`src/phy_led_xover_map.vh`:
```
`ifndef PHY_LED_XOVER_MAP_VH
`define PHY_LED_XOVER_MAP_VH

// ==========================================================================
// Register byte offsets on the bus
`define LED_SOURCE_SELECT_OFS 8'h00
`define PAIR_CROSSOVER_CONTROL_OFS 8'h04
`define LINE_STATUS_OFS 8'h08

// ==========================================================================
// Indicator select register fields and reset values
`define SECOND_SEL_HI 7
`define SECOND_SEL_LO 4
`define FIRST_SEL_HI 3
`define FIRST_SEL_LO 0
`define SECOND_SEL_RST 4'h1
`define FIRST_SEL_RST 4'h0
`define LED_SPARE_RST 8'h00

// ==========================================================================
// Indicator source codes
`define IND_LINK 4'h0
`define IND_ANY_ACT 4'h1
`define IND_TX_ACT 4'h2
`define IND_RX_ACT 4'h3
`define IND_COLL 4'h4
`define IND_SPEED_100 4'h5
`define IND_SPEED_10 4'h6
`define IND_FULL_DPLX 4'h7
`define IND_LINK_BLINK 4'h8

// ==========================================================================
// Pair crossover control fields and reset values
`define PD_ASSIST_BIT 7
`define AUTO_PAIR_SWITCH_ENABLE_BIT 6
`define XOVER_BIT 5
`define SW_DONE_BIT 4
`define SEED_HI 3
`define SEED_LO 0
`define PD_ASSIST_RST 1'b1
`define AUTO_PAIR_SWITCH_ENABLE_RST 1'b1
`define XOVER_RST 1'b0
`define SEED_RST 4'h0
`define SEED_INTERNAL 4'h5

// ==========================================================================
// Timing: clock rate, attempt slot and blink half period
`define CLK_KHZ 200000
`define SLOT_TIME_MS 62
`define BLINK_HALF_MS 40
`define SLOT_CYCLES (`SLOT_TIME_MS * `CLK_KHZ)
`define BLINK_CYCLES (`BLINK_HALF_MS * `CLK_KHZ)

`endif

```
`src/indicator_select.v`:
```
`timescale 1ns/10ps
`include "phy_led_xover_map.vh"

module indicator_select
(
  // Clock and reset
  input wire core_clk_i,
  input wire rst_n_i,
  // Source code and line state
  input wire [3:0] sel_i,
  input wire link_i,
  input wire any_act_i,
  input wire tx_act_i,
  input wire rx_act_i,
  input wire coll_i,
  input wire speed_100_i,
  input wire full_dplx_i,
  input wire blink_off_i,
  // Indicator drive
  output wire led_o
);

  reg led_reg;
  reg led_next;

  // ==========================================================================
  // Source selection
  always @*
  begin
    case (sel_i)
      `IND_LINK: led_next = link_i;
      `IND_ANY_ACT: led_next = any_act_i;
      `IND_TX_ACT: led_next = tx_act_i;
      `IND_RX_ACT: led_next = rx_act_i;
      `IND_COLL: led_next = coll_i;
      `IND_SPEED_100: led_next = link_i & speed_100_i;
      `IND_SPEED_10: led_next = link_i & ~speed_100_i;
      `IND_FULL_DPLX: led_next = link_i & full_dplx_i;
      `IND_LINK_BLINK: led_next = link_i & ~blink_off_i;
      default: led_next = 1'b0;
    endcase
  end

  // Registered drive
  always @(posedge core_clk_i or negedge rst_n_i)
  begin
    if (!rst_n_i)
      led_reg <= 1'b0;
    else
      led_reg <= led_next;
  end

  assign led_o = led_reg;

endmodule

```
`src/phy_led_select_crossover_ctrl.v`:
```
// Notes on behaviour
// - Second selector bits 7:4, resets to 0001.
// - First selector bits 3:0, resets to 0000.
// - Codes 1-4: any, tx, rx activity, collision.
// - Codes 5-7: 100 Mb/s, 10 Mb/s, full duplex.
// - Code 8: link on, blink on activity.
// - Enable bit 6 resets 1, enables auto switching.
// - Pair state bit 5: 1 crossover, resets 0.
// - Pair state writable only while switching disabled.
// - Done bit 4: set when sequence finished.
// - Seed bits 3:0 steer attempts 9,8,5,4.
// - Seed 0000 means internal seed 0101.
//
// The Wishbone slave port and the register offsets were left to the implementer.
`timescale 1ns/10ps
`include "phy_led_xover_map.vh"

module phy_led_select_crossover_ctrl
#(
  parameter SLOT_CYCLES = `SLOT_CYCLES,
  parameter BLINK_CYCLES = `BLINK_CYCLES
)
(
  // Clock and reset
  input wire core_clk_i,
  input wire resetn_i,
  // Wishbone slave
  input wire wb_cyc_i,
  input wire wb_stb_i,
  input wire wb_we_i,
  input wire [7:0] wb_adr_i,
  input wire [3:0] wb_sel_i,
  input wire [31:0] wb_dat_i,
  output wire [31:0] wb_dat_o,
  output wire wb_ack_o,
  // Line state from the transceiver
  input wire link_good_i,
  input wire rx_active_i,
  input wire tx_active_i,
  input wire collision_i,
  input wire speed_100_i,
  input wire full_duplex_i,
  input wire local_aneg_en_i,
  input wire partner_aneg_seen_i,
  // Indicators and pair control
  output wire [1:0] led_o,
  output wire pair_crossover_o,
  output wire pair_switch_done_o
);

  // Sequencer states
  localparam [1:0] ST_IDLE = 2'b00;
  localparam [1:0] ST_TRY = 2'b01;
  localparam [1:0] ST_DONE = 2'b10;

  // ==========================================================================
  // Reset release through two flip-flops
  reg rst_meta_reg;
  reg rst_n_reg;

  always @(posedge core_clk_i or negedge resetn_i)
  begin
    if (!resetn_i)
    begin
      rst_meta_reg <= 1'b0;
      rst_n_reg <= 1'b0;
    end
    else
    begin
      rst_meta_reg <= 1'b1;
      rst_n_reg <= rst_meta_reg;
    end
  end

  // ==========================================================================
  // Register storage
  reg [7:0] led_spare_reg;
  reg [3:0] second_sel_reg;
  reg [3:0] first_sel_reg;
  reg pd_assist_reg;
  reg auto_pair_switch_enable_reg;
  reg xover_reg;
  reg sw_done_reg;
  reg [3:0] seed_reg;
  reg [1:0] state_reg;
  reg [3:0] attempt_reg;
  reg [7:0] lfsr_reg;
  reg [31:0] slot_cnt_reg;
  reg ack_reg;
  reg [31:0] rdata_reg;

  // Bus decode
  wire bus_req = wb_cyc_i & wb_stb_i & ~ack_reg;
  wire wr_req = bus_req & wb_we_i;
  wire led_hit = (wb_adr_i == `LED_SOURCE_SELECT_OFS);
  wire pxc_hit = (wb_adr_i == `PAIR_CROSSOVER_CONTROL_OFS);
  wire stat_hit = (wb_adr_i == `LINE_STATUS_OFS);
  wire wr_led_lo = wr_req & led_hit & wb_sel_i[0];
  wire wr_led_hi = wr_req & led_hit & wb_sel_i[1];
  wire wr_pxc = wr_req & pxc_hit & wb_sel_i[0];

  // ==========================================================================
  // Indicator select register
  always @(posedge core_clk_i or negedge rst_n_reg)
  begin
    if (!rst_n_reg)
    begin
      second_sel_reg <= `SECOND_SEL_RST;
      first_sel_reg <= `FIRST_SEL_RST;
      led_spare_reg <= `LED_SPARE_RST;
    end
    else
    begin
      if (wr_led_lo)
      begin
        second_sel_reg <= wb_dat_i[`SECOND_SEL_HI:`SECOND_SEL_LO];
        first_sel_reg <= wb_dat_i[`FIRST_SEL_HI:`FIRST_SEL_LO];
      end
      if (wr_led_hi)
        led_spare_reg <= wb_dat_i[15:8];
    end
  end

  // ==========================================================================
  // Pair crossover control bits written by software
  always @(posedge core_clk_i or negedge rst_n_reg)
  begin
    if (!rst_n_reg)
    begin
      pd_assist_reg <= `PD_ASSIST_RST;
      auto_pair_switch_enable_reg <= `AUTO_PAIR_SWITCH_ENABLE_RST;
      seed_reg <= `SEED_RST;
    end
    else if (wr_pxc)
    begin
      pd_assist_reg <= wb_dat_i[`PD_ASSIST_BIT];
      auto_pair_switch_enable_reg <= wb_dat_i[`AUTO_PAIR_SWITCH_ENABLE_BIT];
      seed_reg <= wb_dat_i[`SEED_HI:`SEED_LO];
    end
  end

  // ==========================================================================
  // Switching sequence controls

  // Seed in use; zero selects the built-in pattern
  wire [3:0] eff_seed = (seed_reg == 4'h0) ? `SEED_INTERNAL : seed_reg;

  // Parallel detect case: local negotiation off while partner negotiates
  wire pd_case = ~local_aneg_en_i & partner_aneg_seen_i;
  wire sw_run = auto_pair_switch_enable_reg & (~pd_case | pd_assist_reg);

  // Slot end marks one failed attempt
  wire slot_end = (slot_cnt_reg == SLOT_CYCLES - 1);

  // Choice for the next attempt: seed bits on attempts 9, 8, 5 and 4
  reg next_choice;
  wire [3:0] next_attempt = attempt_reg + 4'h1;

  always @*
  begin
    case (next_attempt)
      4'h9: next_choice = eff_seed[3];
      4'h8: next_choice = eff_seed[2];
      4'h5: next_choice = eff_seed[1];
      4'h4: next_choice = eff_seed[0];
      default: next_choice = lfsr_reg[7];
    endcase
  end

  // Sequencer, attempt slot and pair assignment
  always @(posedge core_clk_i or negedge rst_n_reg)
  begin
    if (!rst_n_reg)
    begin
      state_reg <= ST_IDLE;
      attempt_reg <= 4'h0;
      lfsr_reg <= 8'h00;
      slot_cnt_reg <= 32'h0;
      xover_reg <= `XOVER_RST;
      sw_done_reg <= 1'b0;
    end
    else if (!sw_run)
    begin
      // Switching off: software owns the pair state
      state_reg <= ST_IDLE;
      sw_done_reg <= 1'b0;
      slot_cnt_reg <= 32'h0;
      if (wr_pxc && !wb_dat_i[`AUTO_PAIR_SWITCH_ENABLE_BIT])
        xover_reg <= wb_dat_i[`XOVER_BIT];
    end
    else
    begin
      case (state_reg)
        ST_IDLE:
        begin
          // Start a fresh sequence at attempt 0
          state_reg <= ST_TRY;
          attempt_reg <= 4'h0;
          lfsr_reg <= {eff_seed, ~eff_seed};
          slot_cnt_reg <= 32'h0;
          sw_done_reg <= 1'b0;
        end
        ST_TRY:
        begin
          if (link_good_i)
          begin
            state_reg <= ST_DONE;
            sw_done_reg <= 1'b1;
          end
          else if (slot_end)
          begin
            slot_cnt_reg <= 32'h0;
            attempt_reg <= next_attempt;
            lfsr_reg <= {lfsr_reg[6:0], lfsr_reg[7] ^ lfsr_reg[5] ^ lfsr_reg[4] ^ lfsr_reg[3]};
            xover_reg <= next_choice;
          end
          else
            slot_cnt_reg <= slot_cnt_reg + 32'h1;
        end
        ST_DONE:
        begin
          // Link lost: search again from the current pair state
          if (!link_good_i)
          begin
            state_reg <= ST_TRY;
            sw_done_reg <= 1'b0;
            slot_cnt_reg <= 32'h0;
          end
        end
        default:
        begin
          state_reg <= ST_IDLE;
          sw_done_reg <= 1'b0;
        end
      endcase
    end
  end

  // ==========================================================================
  // Activity stretching so that short frames give a visible blink
  wire [3:0] act_raw = {collision_i, rx_active_i, tx_active_i, rx_active_i | tx_active_i};
  wire [3:0] act_str;
  reg [31:0] blink_cnt_reg;
  reg blink_phase_reg;

  // Free running half-period timer for the blink phase
  always @(posedge core_clk_i or negedge rst_n_reg)
  begin
    if (!rst_n_reg)
    begin
      blink_cnt_reg <= 32'h0;
      blink_phase_reg <= 1'b0;
    end
    else if (blink_cnt_reg == BLINK_CYCLES - 1)
    begin
      blink_cnt_reg <= 32'h0;
      blink_phase_reg <= ~blink_phase_reg;
    end
    else
      blink_cnt_reg <= blink_cnt_reg + 32'h1;
  end

  // One stretcher per activity source: held on for one blink half period
  genvar gi;
  generate
    for (gi = 0; gi < 4; gi = gi + 1)
    begin : g_stretch
      reg [31:0] hold_cnt_reg;
      always @(posedge core_clk_i or negedge rst_n_reg)
      begin
        if (!rst_n_reg)
          hold_cnt_reg <= 32'h0;
        else if (act_raw[gi])
          hold_cnt_reg <= BLINK_CYCLES;
        else if (hold_cnt_reg != 32'h0)
          hold_cnt_reg <= hold_cnt_reg - 32'h1;
      end
      assign act_str[gi] = act_raw[gi] | (hold_cnt_reg != 32'h0);
    end
  endgenerate

  // Link-with-blink: dark during alternate half periods while active
  wire blink_off = act_str[0] & blink_phase_reg;

  // ==========================================================================
  // Indicator drivers, one per selector field
  wire [3:0] sel_vec [0:1];
  assign sel_vec[0] = first_sel_reg;
  assign sel_vec[1] = second_sel_reg;

  generate
    for (gi = 0; gi < 2; gi = gi + 1)
    begin : g_led
      indicator_select u_sel
      (
        .core_clk_i(core_clk_i),
        .rst_n_i(rst_n_reg),
        .sel_i(sel_vec[gi]),
        .link_i(link_good_i),
        .any_act_i(act_str[0]),
        .tx_act_i(act_str[1]),
        .rx_act_i(act_str[2]),
        .coll_i(act_str[3]),
        .speed_100_i(speed_100_i),
        .full_dplx_i(full_duplex_i),
        .blink_off_i(blink_off),
        .led_o(led_o[gi])
      );
    end
  endgenerate

  // ==========================================================================
  // Read data and acknowledge
  reg [31:0] rdata_next;

  always @*
  begin
    rdata_next = 32'h0;
    if (led_hit)
      rdata_next = {16'h0, led_spare_reg, second_sel_reg, first_sel_reg};
    else if (pxc_hit)
      rdata_next = {24'h0, pd_assist_reg, auto_pair_switch_enable_reg, xover_reg, sw_done_reg, seed_reg};
    else if (stat_hit)
      rdata_next = {20'h0, attempt_reg, 2'b00, state_reg, act_str};
  end

  // Single-wait answer; unmapped addresses answer with zero
  always @(posedge core_clk_i or negedge rst_n_reg)
  begin
    if (!rst_n_reg)
    begin
      ack_reg <= 1'b0;
      rdata_reg <= 32'h0;
    end
    else
    begin
      ack_reg <= bus_req;
      if (bus_req && !wb_we_i)
        rdata_reg <= rdata_next;
    end
  end

  assign wb_ack_o = ack_reg;
  assign wb_dat_o = rdata_reg;
  assign pair_crossover_o = xover_reg;
  assign pair_switch_done_o = sw_done_reg;

endmodule

```
`config.mk`:
```
export PLATFORM = sky130hd
export DESIGN_NAME = phy_led_select_crossover_ctrl
export DESIGN_NICKNAME = d
export VERILOG_FILES = /design/src/indicator_select.v /design/src/phy_led_select_crossover_ctrl.v
export VERILOG_INCLUDE_DIRS = /design/src
export SDC_FILE = /design/constraint.sdc
export NUM_CORES = 1
export LEC_CHECK = 0
export ABC_AREA = 1
export BUFFER_PORTS_ARGS = -buffer_cell sky130_fd_sc_hd__clkbuf_2
export CAP_MARGIN = 20
export CORE_MARGIN = 2
export CORE_UTILIZATION = 50
export CTS_BUF_LIST = sky130_fd_sc_hd__clkbuf_8
export DETAILED_ROUTE_END_ITERATION = 16
export PLACE_DENSITY = 0.78
export REMOVE_ABC_BUFFERS = 1
export SETUP_SLACK_MARGIN = 0.15
export SLEW_MARGIN = 5
export SYNTH_ARGS = -nofsm -noshare
export SYNTH_HDL_FRONTEND = slang
export SYNTH_SLANG_ARGS = --single-unit
```
`constraint.sdc`:
```
create_clock -name core_clk_i -period 10.7 [get_ports core_clk_i]
set_clock_uncertainty 0.15 [all_clocks]
set_input_delay 2.14 -clock core_clk_i [delete_from_list [all_inputs] [get_ports core_clk_i]]
set_output_delay 2.14 -clock core_clk_i [all_outputs]
set_load 0.1 [all_outputs]
```
==> reports/metrics.yaml, run 1 <==
drt.antenna.violating_nets: 0
synth_mux_area_frac: 0.000785
ys_seq_area_frac: 0.438
ys_seq_elements: 251
vias_per_cell: 5.40
cts-root-buf: "clkbuf_8"
rrSetupSlack_ns: 8.22
coreArea_mm2: 0.0285
synthTopCellsByArea: "dfrtp_1, nand2_1, nor2_1"
internal_power_mw: 1.59
syn_area_mm2: 0.0144
startpoint_type: "register"
yosys.area.top_type: "dfrtp_1"
gr-total-overflow: 0
postCtsSetupBuffers: 0
fin_crit_sh: 0.372
r2r_start: "g_stretch[3].hold_cnt_reg[0]"
power_per_cell_area_mw_per_mm2: 144
rsz0062_at_grt: "false"
cts_tree: "yes"
synth-edff-count: 0
hp-class: "reg2async"
postSynthCellCount: 1926
largest_reg_flops: 128
pwr-share-clk: 0.406
postCtsHoldBufs: 0
async_flop_share: 1.00
grt_pass1_wl_um: 60500
r2r_end: "g_led[1].u_sel.led_o"
die_w_um: 173
synth_warnings: 0
crit_family: "buffers and inverters"
p_sw_frac: 0.306
cp_max_fo: 8
critPathArrivalTime_ns: 1.69
slowest_stage: "clkbuf_2"
cts_sinks: 251
wl_per_cell_um: 14.8
drc: 0
power_leakage_nw: 7.35
synth_top_family_by_area: "simple AND/OR/NAND/NOR gates"
first_pass_iters: 6
critPathKind: "reg2out"
synthAdderAreaFrac: 0.00872
die_h_um: 173
numPortBuffers: 59
setup_tns_ns: 0
grt_pass1_vias: 12600
dp_hpwl_um: 26100
grt_start_max_net_pins: 80
synth_xor_area_frac: 0.0610
p_seq_frac: 0.450
r2r.worst_path.cells: 11
end_kind: "primary output"
tightest_slew_ns: 0.985
ys_types: 50
synth_most_common_cell: "nand2_1"
vias: 13100
clk-insertion-delay-late_ns: 0.58
initial_core_util: 0.504
worstPathCellList: "clkbuf_2"
cap_viol_max_count: 0
timing.critical_path.required_ns: 8.41
cts_max_level: 2
layout-drive-gt1-share: 0.101
wirelength_um: 35800
synth-compound-area-share: 0.0728
cts_buffers: 44
synth_common_cells: "nand2_1, nor2_1, dfrtp_1, inv_1, nand3_1"
nets: 2074
post_cts_resized: 0
irDropWorstVdd_uv: 83.7
pwr-share-comb: 0.144
gp_congestion: 0.964
num_antenna_cells: 0
avgSynthCellArea_um2: 7.45
relSlewSlack: 0.343
syn2layout_area_growth_pct: 11.0
switching_power_mw: 0.701
slew_violations: 0
fmax_mhz: 251
antenna_found_initial: 1
setup_viol: 0
fp-row-count: 62
status: "finished clean"
hold_slack_ns: 0.0445
synth_top_area_frac: 0.432
synthSimpleGateAreaFrac: 0.344
hold_viol: 0
synth_ff_type: "dfrtp_1"
clk_path_buf_depth: 3
dieArea_mm2: 0.0301
crit_buf_inv: 1
cpPeakStageDelay_ns: 0.56
clkTransAtPathRegs_ns: 0.06
min_period_ns: 3.98
grtUsageTotal: 0.241
drt_iter0_drc: 1230
pin_count: 94
-- worst register-to-register path, stage by stage (launching register included) --
cell	delay, ns
dfrtp_1	0.36
inv_1	0.11
ha_1	0.30
nand2_1	0.16
nor2_2	0.22
nand2_1	0.09
nor2_2	0.16
nand3_2	0.25
o21ai_0	0.32
nand2_1	0.10
nand2_1	0.07
nand2_1	0.05
-- metal layers --
layer,global-route usage,wire length [µm]
met5,0,13
met4,0.0879,1080
met2,0.398,16800
met3,0.0397,2040
met1,0.322,15900
-- layout by cell type, fill, tap and decap left out, types with 13 or more instances in the layout --
cell	synthesis	final
a211oi_1	17	17
a21oi_1	52	52
clkbuf_2	0	59
clkbuf_8	0	58
conb_1	2	17
dfrtp_1	248	247
inv_1	202	213
nand2_1	422	422
nand3_1	119	119
nand4_1	45	45
nor2_1	346	346
nor3_1	111	111
o21ai_0	65	65
or2_2	13	13
xnor2_1	20	20
xor2_1	80	80
-- metrics by stage --
stage	std cells	util	worst slack [ns]	total power, mW	cell area (µm²)
final	2426	0.559	6.72	2.29	15900
after CTS	2425	0.558	6.69	2.30	15900
after global routing	2426	0.559	6.58	2.40	15900
after detailed placement	2344	0.526	6.19	1.37	15000
after floorplan	1897	-	3.04	1.29	14100
after global placement	2344	0.526	6.23	1.36	15000
-- power groups by stage --
stage                     clock network [mW]  registers, mW  logic (mW)
after floorplan                            0           1.08       0.205
after global placement                     0           1.05       0.316
after detailed placement                   0           1.05       0.324
after CTS                              0.944           1.03       0.327
after global routing                   0.995           1.04       0.365
final                                  0.928           1.03       0.330
-- cell type report --
cell class                      count  area [µm²]
Sequential cell                   251        6290
Tap cell                          384         480
Clock inverter                     23         139
Timing Repair Buffer               64         353
Clock buffer                       58         798
Fill cell                        2663       12500
Multi-Input combinational cell   1431        7060
Inverter                          215         807
-- worst max-delay path by stage --
stage,slack (ns),depth (start not counted),startpoint,end
floorplan,3.04,0,rst_n_reg,attempt_reg[0]
global placement,6.23,4,rx_active_i,g_stretch[0].hold_cnt_reg[10]
detailed placement,6.19,4,rx_active_i,g_stretch[0].hold_cnt_reg[2]
CTS,6.69,1,pair_switch_done_o,pair_switch_done_o
global route,6.58,4,rx_active_i,g_stretch[0].hold_cnt_reg[2]
finish,6.72,1,pair_switch_done_o,pair_switch_done_o
-- cell families after synthesis --
kind of cell	after synthesis
and+or+nand+nor	1124
other	2
muxes	1
adders and majority gates	10
DFF	251
buffers and inverters	259
xor gates and xnor gates	100
AOI/OAI and AO/OA	179
(Power assumes the default switching activity.)
==> inputs of run 2 (changes only) <==
--- a/config.mk
+++ b/config.mk
@@ -6,7 +6,7 @@
 export SDC_FILE = /design/constraint.sdc
 export NUM_CORES = 1
 export LEC_CHECK = 0
-export ABC_AREA = 1
+export ABC_AREA = 0
 export BUFFER_PORTS_ARGS = -buffer_cell sky130_fd_sc_hd__clkbuf_2
 export CAP_MARGIN = 20
 export CORE_MARGIN = 2
==> constraint.sdc (replaced) <==
create_clock -name core_clk_i -period 3.9 [get_ports core_clk_i]
set_clock_uncertainty 0.15 [all_clocks]
set_input_delay 0.78 -clock core_clk_i [delete_from_list [all_inputs] [get_ports core_clk_i]]
set_output_delay 0.78 -clock core_clk_i [all_outputs]
set_load 0.1 [all_outputs]
==> run 2 against run 1 <==
Power grew to 2.6 times the previous value. Via count shrank 22%. Die area shrank 8.4%. Wire length shrank 21%. Synthesized cell count shrank 29%. Sequential power grew to 2.7 times the previous value. Sequential cell count is the same. Register-to-register slack lost 7.5 ns. Combinational power grew 140%. Area after synthesis shrank 8.6%. Clock-buffer cell count shrank 5. Critical endpoint is now g_led[1].u_sel.led_o. Largest cell class unchanged. Largest power group unchanged.
==> reports/metrics.yaml, run 2 <==
drc: 0  # unchanged
syn2layout_area_growth_pct: 11.5
vias_per_cell: 5.69  # +5.3%
yosys.area.top_type: "dfrtp_1"
syn_area_mm2: 0.0131  # -8.6%
cts_buffers: 44  # unchanged
synth-compound-area-share: 0.0815  # +0.00869
wl_per_cell_um: 15.6  # +5.5%
nets: 1503  # -28%
synth_xor_area_frac: 0.102  # +0.0412
clk_path_buf_depth: 3  # unchanged
num_antenna_cells: 0  # unchanged
tightest_slew_ns: 0.996  # +0.0106 ns
dieArea_mm2: 0.0275  # -8.4%
r2r_start: "g_stretch[0].hold_cnt_reg[0]"
numPortBuffers: 59  # unchanged
fmax_mhz: 311
place_area_mm2: 0.0137  # -8.2%
coreArea_mm2: 0.0259  # -9.0%
dp_hpwl_um: 19100  # -27%
critPathArrivalTime_ns: 3.49  # +1.80 ns
grtUsageTotal: 0.206  # -0.0355
final_area_mm2: 0.0146  # -8.2%
layout_common_cells: "dfrtp_1, nor2_1, nand2_1"
critPathKind: "reg2reg"
cp_max_fo: 14  # +6
vias: 10300  # -22%
ys_seq_elements: 251  # unchanged
grtUsageMet3: 0.0353  # -0.00442
gr-usage-met1: 0.288  # -0.0340
grt_start_max_net_pins: 81  # +1.3%
hold_viol: 0  # unchanged
fin_crit_sh: 0.826
wirelength_um: 28100  # -21%
initial_core_util: 0.506  # +0.00193
timing.critical_path.required_ns: 4.17  # -4.24 ns
synthAdderAreaFrac: 0.0103  # +0.00159
gr-total-overflow: 0  # unchanged
largest_reg_flops: 128  # unchanged
power_per_cell_area_mw_per_mm2: 410  # +190%
async_flop_share: 1.00  # unchanged
layout-drive-gt1-share: 0.140  # +0.0387
synth_common_cells: "dfrtp_1, nor2_1, nand2_1, xnor2_1, xor2_1"
postCtsSetupBuffers: 0  # unchanged
synthTopCellsByArea: "dfrtp_1, xnor2_1, nor2_1"
r2r.worst_path.cells: 9  # -2
die_h_um: 166  # -4.3%
worstPathCellList: "inv_1, ha_1, or4b_2, or4_1, or4_1, buf_4, nand2_1, nand3b_1, a221oi_1"
postSynthCellCount: 1364  # -29%
rrSetupSlack_ns: 0.68  # -7.54 ns
setup_tns_ns: 0  # unchanged
min_period_ns: 3.22
ys_seq_area_frac: 0.479  # +0.0414
synth-edff-count: 0  # unchanged
antenna_found_initial: 1  # unchanged
synth_mux_area_frac: 0.0266  # +0.0258
synthSimpleGateAreaFrac: 0.266  # -0.0782
grt_pass1_wl_um: 48500  # -20%
cpMostUsedCell: "or4_1"
synth_top_family_by_area: "simple AND/OR/NAND/NOR gates"
post_cts_resized: 0  # unchanged
cts_max_level: 2  # unchanged
end_kind: "register"
power_leakage_nw: 6.19  # -16%
use_met2: 0.331  # -0.0671
first_pass_iters: 5  # -1
gp_congestion: 0.851  # -12%
rsz0062_at_grt: "false"
relSlewSlack: 0.330  # -0.0132
min_path_cells: 0
n_fill_cell: 2210  # -17%
synth_warnings: 0  # unchanged
r2r_end: "g_led[1].u_sel.led_o"
clk-insertion-delay-late_ns: 0.55  # -0.03 ns
grt_pass1_vias: 10100  # -20%
setup_viol: 0  # unchanged
final_common_cell: "dfrtp_1"
fin_util: 0.564  # +0.00478
drt_iter0_drc: 765  # -38%
ys_types: 75  # +50%
synth_top_area_frac: 0.473  # +0.0409
top_usage_layer: "met2"
cts_sinks: 251  # unchanged
cap_viol_max_count: 0  # unchanged
avgSynthCellArea_um2: 9.61  # +29%
irDropWorstVdd_uv: 249  # +200%
cpPeakStageDelay_ns: 0.60  # +0.04 ns
cts-root-buf: "clkbuf_8"
clkTransAtPathRegs_ns: 0.06  # about the same
hold_slack_ns: 0.190  # +0.146 ns
pin_count: 94  # unchanged
synth_ff_type: "dfrtp_1"
status: "finished clean"
hp-class: "reg2reg"
hp-start: "rst_meta_reg"
drt.antenna.violating_nets: 0  # unchanged
holdPathEnd: "rst_n_reg"
cts_tree: "yes"
fp-row-count: 59  # -4.8%
startpoint_type: "register"
slowest_stage: "or4b_2"
slew_violations: 0  # unchanged
die_w_um: 166  # -4.3%
synth_most_common_cell: "dfrtp_1"
run 2: cell types whose count changed after synthesis, moves of 26 or more:
cell / before / now
nor2_1: 346 / 200
nor4_1: 13 / 50
nand3_1: 119 / 44
o21ai_0: 65 / 39
nor3_1: 111 / 51
nand2_1: 422 / 99
xnor2_1: 20 / 87
or3_1: 0 / 33
inv_1: 202 / 24
clkbuf_1: 15 / 45
run 2: worst max path at each step:
| stage | endpoint | from | slack [ns] | depth (start not counted) |
|---|---|---|---|---|
| floorplan | attempt_reg[0] | rst_n_reg | -3.76 | 0 |
| global placement | g_led[1].u_sel.led_o | rx_active_i | 0.51 | 8 |
| detailed placement | g_led[1].u_sel.led_o | rx_active_i | 0.49 | 8 |
| CTS | g_led[1].u_sel.led_o | g_stretch[0].hold_cnt_reg[0] | 0.71 | 9 |
| global route | g_led[1].u_sel.led_o | g_stretch[0].hold_cnt_reg[0] | 0.52 | 9 |
| finish | g_led[1].u_sel.led_o | g_stretch[0].hold_cnt_reg[0] | 0.68 | 9 |
run 2: final cells by class:
cell class | instances | area (µm²) | share of cell area
multi-input cells | 1032 | 6440 | 0.441
clock buffers | 53 | 729 | 0.0499
inverters | 24 | 90.1 | 0.00616
well taps | 335 | 419 | 0.0287
clock inverters | 28 | 144 | 0.00984
flip-flops and latches | 251 | 6290 | 0.430
repair buffers | 83 | 503 | 0.0344
run 2: cell families after synthesis:
logic type / after synthesis
and+or+nand+nor: 659
buffers and inverters: 96
AOI/OAI and AO/OA: 160
muxes: 32
xor gates and xnor gates: 153
DFF: 251
other: 2
adders and majority gates: 11
run 2: metal layers:
metal	vias to the layer above	share of wire
li1	4953	-
met1	5013	0.47
met2	250	0.46
met3	55	0.047
met4	2	0.022
met5	-	0.00043
run 2: worst max-delay path, delay by kind of cell (launching register included):
kind / cells / cell delay [ns]
DFF: 1 / 0.37
adders and majority gates: 1 / 0.21
AOI/OAI and AO/OA: 1 / 0.34
and+or+nand+nor: 5 / 1.69
buffers and inverters: 2 / 0.32
run 2: report_power, final:
group	total (mW)	internal, mW	switching, mW
Clock	2.37	1.30	1.07
Sequential	2.83	2.71	0.121
Combinational	0.801	0.259	0.542
run 2: what timing repair did:
action	CTS	global route
hold buffers	1	0
hold endpoints to repair	2	0
setup endpoints to repair	0	0
run 2: through the flow:
step	power [mW]	cells	setup WS, ns
after floorplan	3.45	1307	-3.76
after global placement	3.65	1724	0.513
after detailed placement	3.67	1724	0.488
after CTS	6.06	1806	0.711
after global routing	6.29	1806	0.517
final	6.00	1806	0.680
==> inputs of run 3 (changes only) <==
--- a/config.mk
+++ b/config.mk
@@ -13,7 +13,7 @@
 export CORE_UTILIZATION = 50
 export CTS_BUF_LIST = sky130_fd_sc_hd__clkbuf_8
 export DETAILED_ROUTE_END_ITERATION = 16
-export PLACE_DENSITY = 0.78
+export PLACE_DENSITY = 0.81
 export REMOVE_ABC_BUFFERS = 1
 export SETUP_SLACK_MARGIN = 0.15
 export SLEW_MARGIN = 5
==> constraint.sdc (replaced) <==
create_clock -name core_clk_i -period 2.7 [get_ports core_clk_i]
set_clock_uncertainty 0.15 [all_clocks]
set_input_delay 0.54 -clock core_clk_i [delete_from_list [all_inputs] [get_ports core_clk_i]]
set_output_delay 0.54 -clock core_clk_i [all_outputs]
set_load 0.1 [all_outputs]
==> run 3 against run 2 <==
The run now ends with negative setup slack left. Global-route usage is 2.8 points higher. Power is 51% higher. Sequential share of layout area is 4.8 points lower. Sequential cell count stayed put. Clock power is 39% higher. Sequential power is 44% higher. Fmax is 12% higher. Setup slack worse by 0.86 ns.
==> reports/metrics.yaml, run 3 (synthesis gave the netlist of run 2 again) <==
status: "complete, but fails checks"
violations: "negative setup slack"
setup_viol: 36  # +36
dp_hpwl_um: 20400  # +6.8%
p_sw_frac: 0.303  # +0.0144
fmax_mhz: 347  # +12%
cpMostUsedCell: "buf_4"
final_common_cell: "dfrtp_1"
power_per_cell_area_mw_per_mm2: 550  # +34%
drc: 0  # unchanged
slew_violations: 0  # unchanged
cts-root-buf: "clkbuf_8"
first_pass_iters: 5  # unchanged
grt_start_max_net_pins: 93  # +15%
crit_family: "simple AND/OR/NAND/NOR gates"
wirelength_um: 33900  # +21%
switching_power_mw: 2.75  # +58%
critPathKind: "reg2reg"
cts_buffers: 42  # -4.5%
vias_per_cell: 5.87  # +3.2%
cpPeakStageDelay_ns: 0.53  # -0.07 ns
numPortBuffers: 59  # unchanged
fp-row-count: 59  # unchanged
min_period_ns: 2.88  # -0.335 ns
coreArea_mm2: 0.0259  # unchanged
grt_pass1_vias: 11300  # +12%
layout_setup_ws_ns: -0.185  # -0.865 ns
cap_viol_max_count: 0  # unchanged
rsz0062_at_grt: "true"
syn2layout_area_growth_pct: 25.6
tightest_slew_ns: 0.723  # -0.272 ns
grt_pass1_wl_um: 54700  # +13%
n_fill_cell: 1856  # -16%
worstPathCellList: "or3_1, buf_4, nor4_1, nand2_1, buf_4, or4_4, xor2_1, nor2_1"
pin_count: 94  # unchanged
power.total_mw: 9.06  # +51%
power_leakage_nw: 6.99  # +13%
die_w_um: 166  # unchanged
p_seq_frac: 0.450  # -0.022
setup_tns_ns: -2.80  # -2.80 ns
fin_crit_sh: 1.07  # +0.243
irDropWorstVdd_uv: 420  # +69%
clk_path_buf_depth: 3  # unchanged
dieArea_mm2: 0.0275  # unchanged
pwr-share-clk: 0.364  # -0.030
clkTransAtPathRegs_ns: 0.06  # about the same
largest_reg_flops: 128  # unchanged
drt_iter0_drc: 1062  # +39%
grtUsageTotal: 0.234  # +0.0284
clk-insertion-delay-late_ns: 0.54  # about the same
end_kind: "register"
critPathArrivalTime_ns: 3.15  # -0.34 ns
cts_tree: "yes"
layout_common_cells: "dfrtp_1, nor2_1, buf_4"
gp_congestion: 0.874  # +2.7%
initial_core_util: 0.506  # unchanged
cts_sinks: 251  # unchanged
hp-class: "reg2async"
relSlewSlack: 0.516  # +0.186
crit_buf_inv: 2  # unchanged
die_h_um: 166  # unchanged
layout-drive-gt1-share: 0.276  # +0.136
antenna_found_initial: 0  # -1
cp_max_fo: 4  # -10
startpoint_type: "register"
gr-total-overflow: 0  # unchanged
vias: 11200  # +9.3%
timing.critical_path.required_ns: 2.97  # -1.20 ns
wl_per_cell_um: 17.7  # +14%
cts_max_level: 2  # unchanged
internal_power_mw: 6.31  # +48%
drt.antenna.violating_nets: 0  # unchanged
hold_viol: 0  # unchanged
nets: 1613  # +7.3%
slowest_stage: "or4_4"
pwr-share-comb: 0.186  # +0.053
[run 3: area by class of cell]
class / count / area, µm² / share of cell area
clock buffer: 53 / 729 / 0.0443
inverter: 24 / 90.1 / 0.00547
multi-input combinational: 1032 / 7370 / 0.447
timing repair buffer: 195 / 1490 / 0.0901
sequential: 251 / 6290 / 0.382
tap: 335 / 419 / 0.0254
clock inverter: 22 / 88.8 / 0.00539
antenna: 1 / 2.50 / 0.000152
[run 3: power groups by stage]
stage          combinational [mW]  clock [mW]  sequential, mW
4_1_cts                      1.54        3.35            4.06
5_1_grt                      1.81        3.52            4.10
2_1_floorplan               0.694           0            4.29
3_5_place_dp                 1.33           0            4.12
3_3_place_gp                 1.29           0            4.11
6_report                     1.69        3.29            4.08
[run 3: stage by stage]
step / instances / hold slack (ns) / area, µm² / worst slack, ns / util
global placement: 1816 / 0.0290 / 14400 / -0.335 / 0.557
global route: 1912 / 0.0474 / 16500 / -0.210 / 0.636
floorplan: 1307 / 0.0944 / 12800 / -4.96 / -
detailed placement: 1816 / 0.0305 / 14400 / -0.390 / 0.557
finish: 1913 / 0.0293 / 16500 / -0.185 / 0.636
CTS: 1904 / 0.0363 / 16000 / -0.0631 / 0.619
[run 3: path summary, 6_finish.rpt]
check	startpoint	to	slack (ns)	cells past startpoint
min reg2reg	rst_n_reg	blink_cnt_reg[0]	0.03	0
max in group asynchronous	rst_n_reg	g_stretch[1].hold_cnt_reg[23]	1.59	1
max reg2reg	g_stretch[0].hold_cnt_reg[4]	g_stretch[0].hold_cnt_reg[23]	-0.18	8
min in group core_clk_i	wb_dat_i[10]	led_spare_reg[2]	0.10	2
min	rst_n_reg	blink_cnt_reg[0]	0.03	0
max	g_stretch[0].hold_cnt_reg[4]	g_stretch[0].hold_cnt_reg[23]	-0.18	8
[run 3: metal layers]
metal  global-route usage  vias up  share of wire
li1                     -     5150              -
met1                0.308     5551           0.42
met2                0.384      426           0.48
met3               0.0460      104          0.061
met4               0.0926        0          0.039
met5                    0        -              0
[run 3: timing repair]
| action | CTS | global route |
|---|---|---|
| gates resized for setup | 145 | 75 |
| hold buffers | 1 | 0 |
| endpoints found under the hold margin | 2 | 0 |
| gates cloned | 3 | 0 |
| setup endpoints to repair | 95 | 98 |
| buffers inserted | 9 | 8 |
| pin swaps | 43 | 52 |
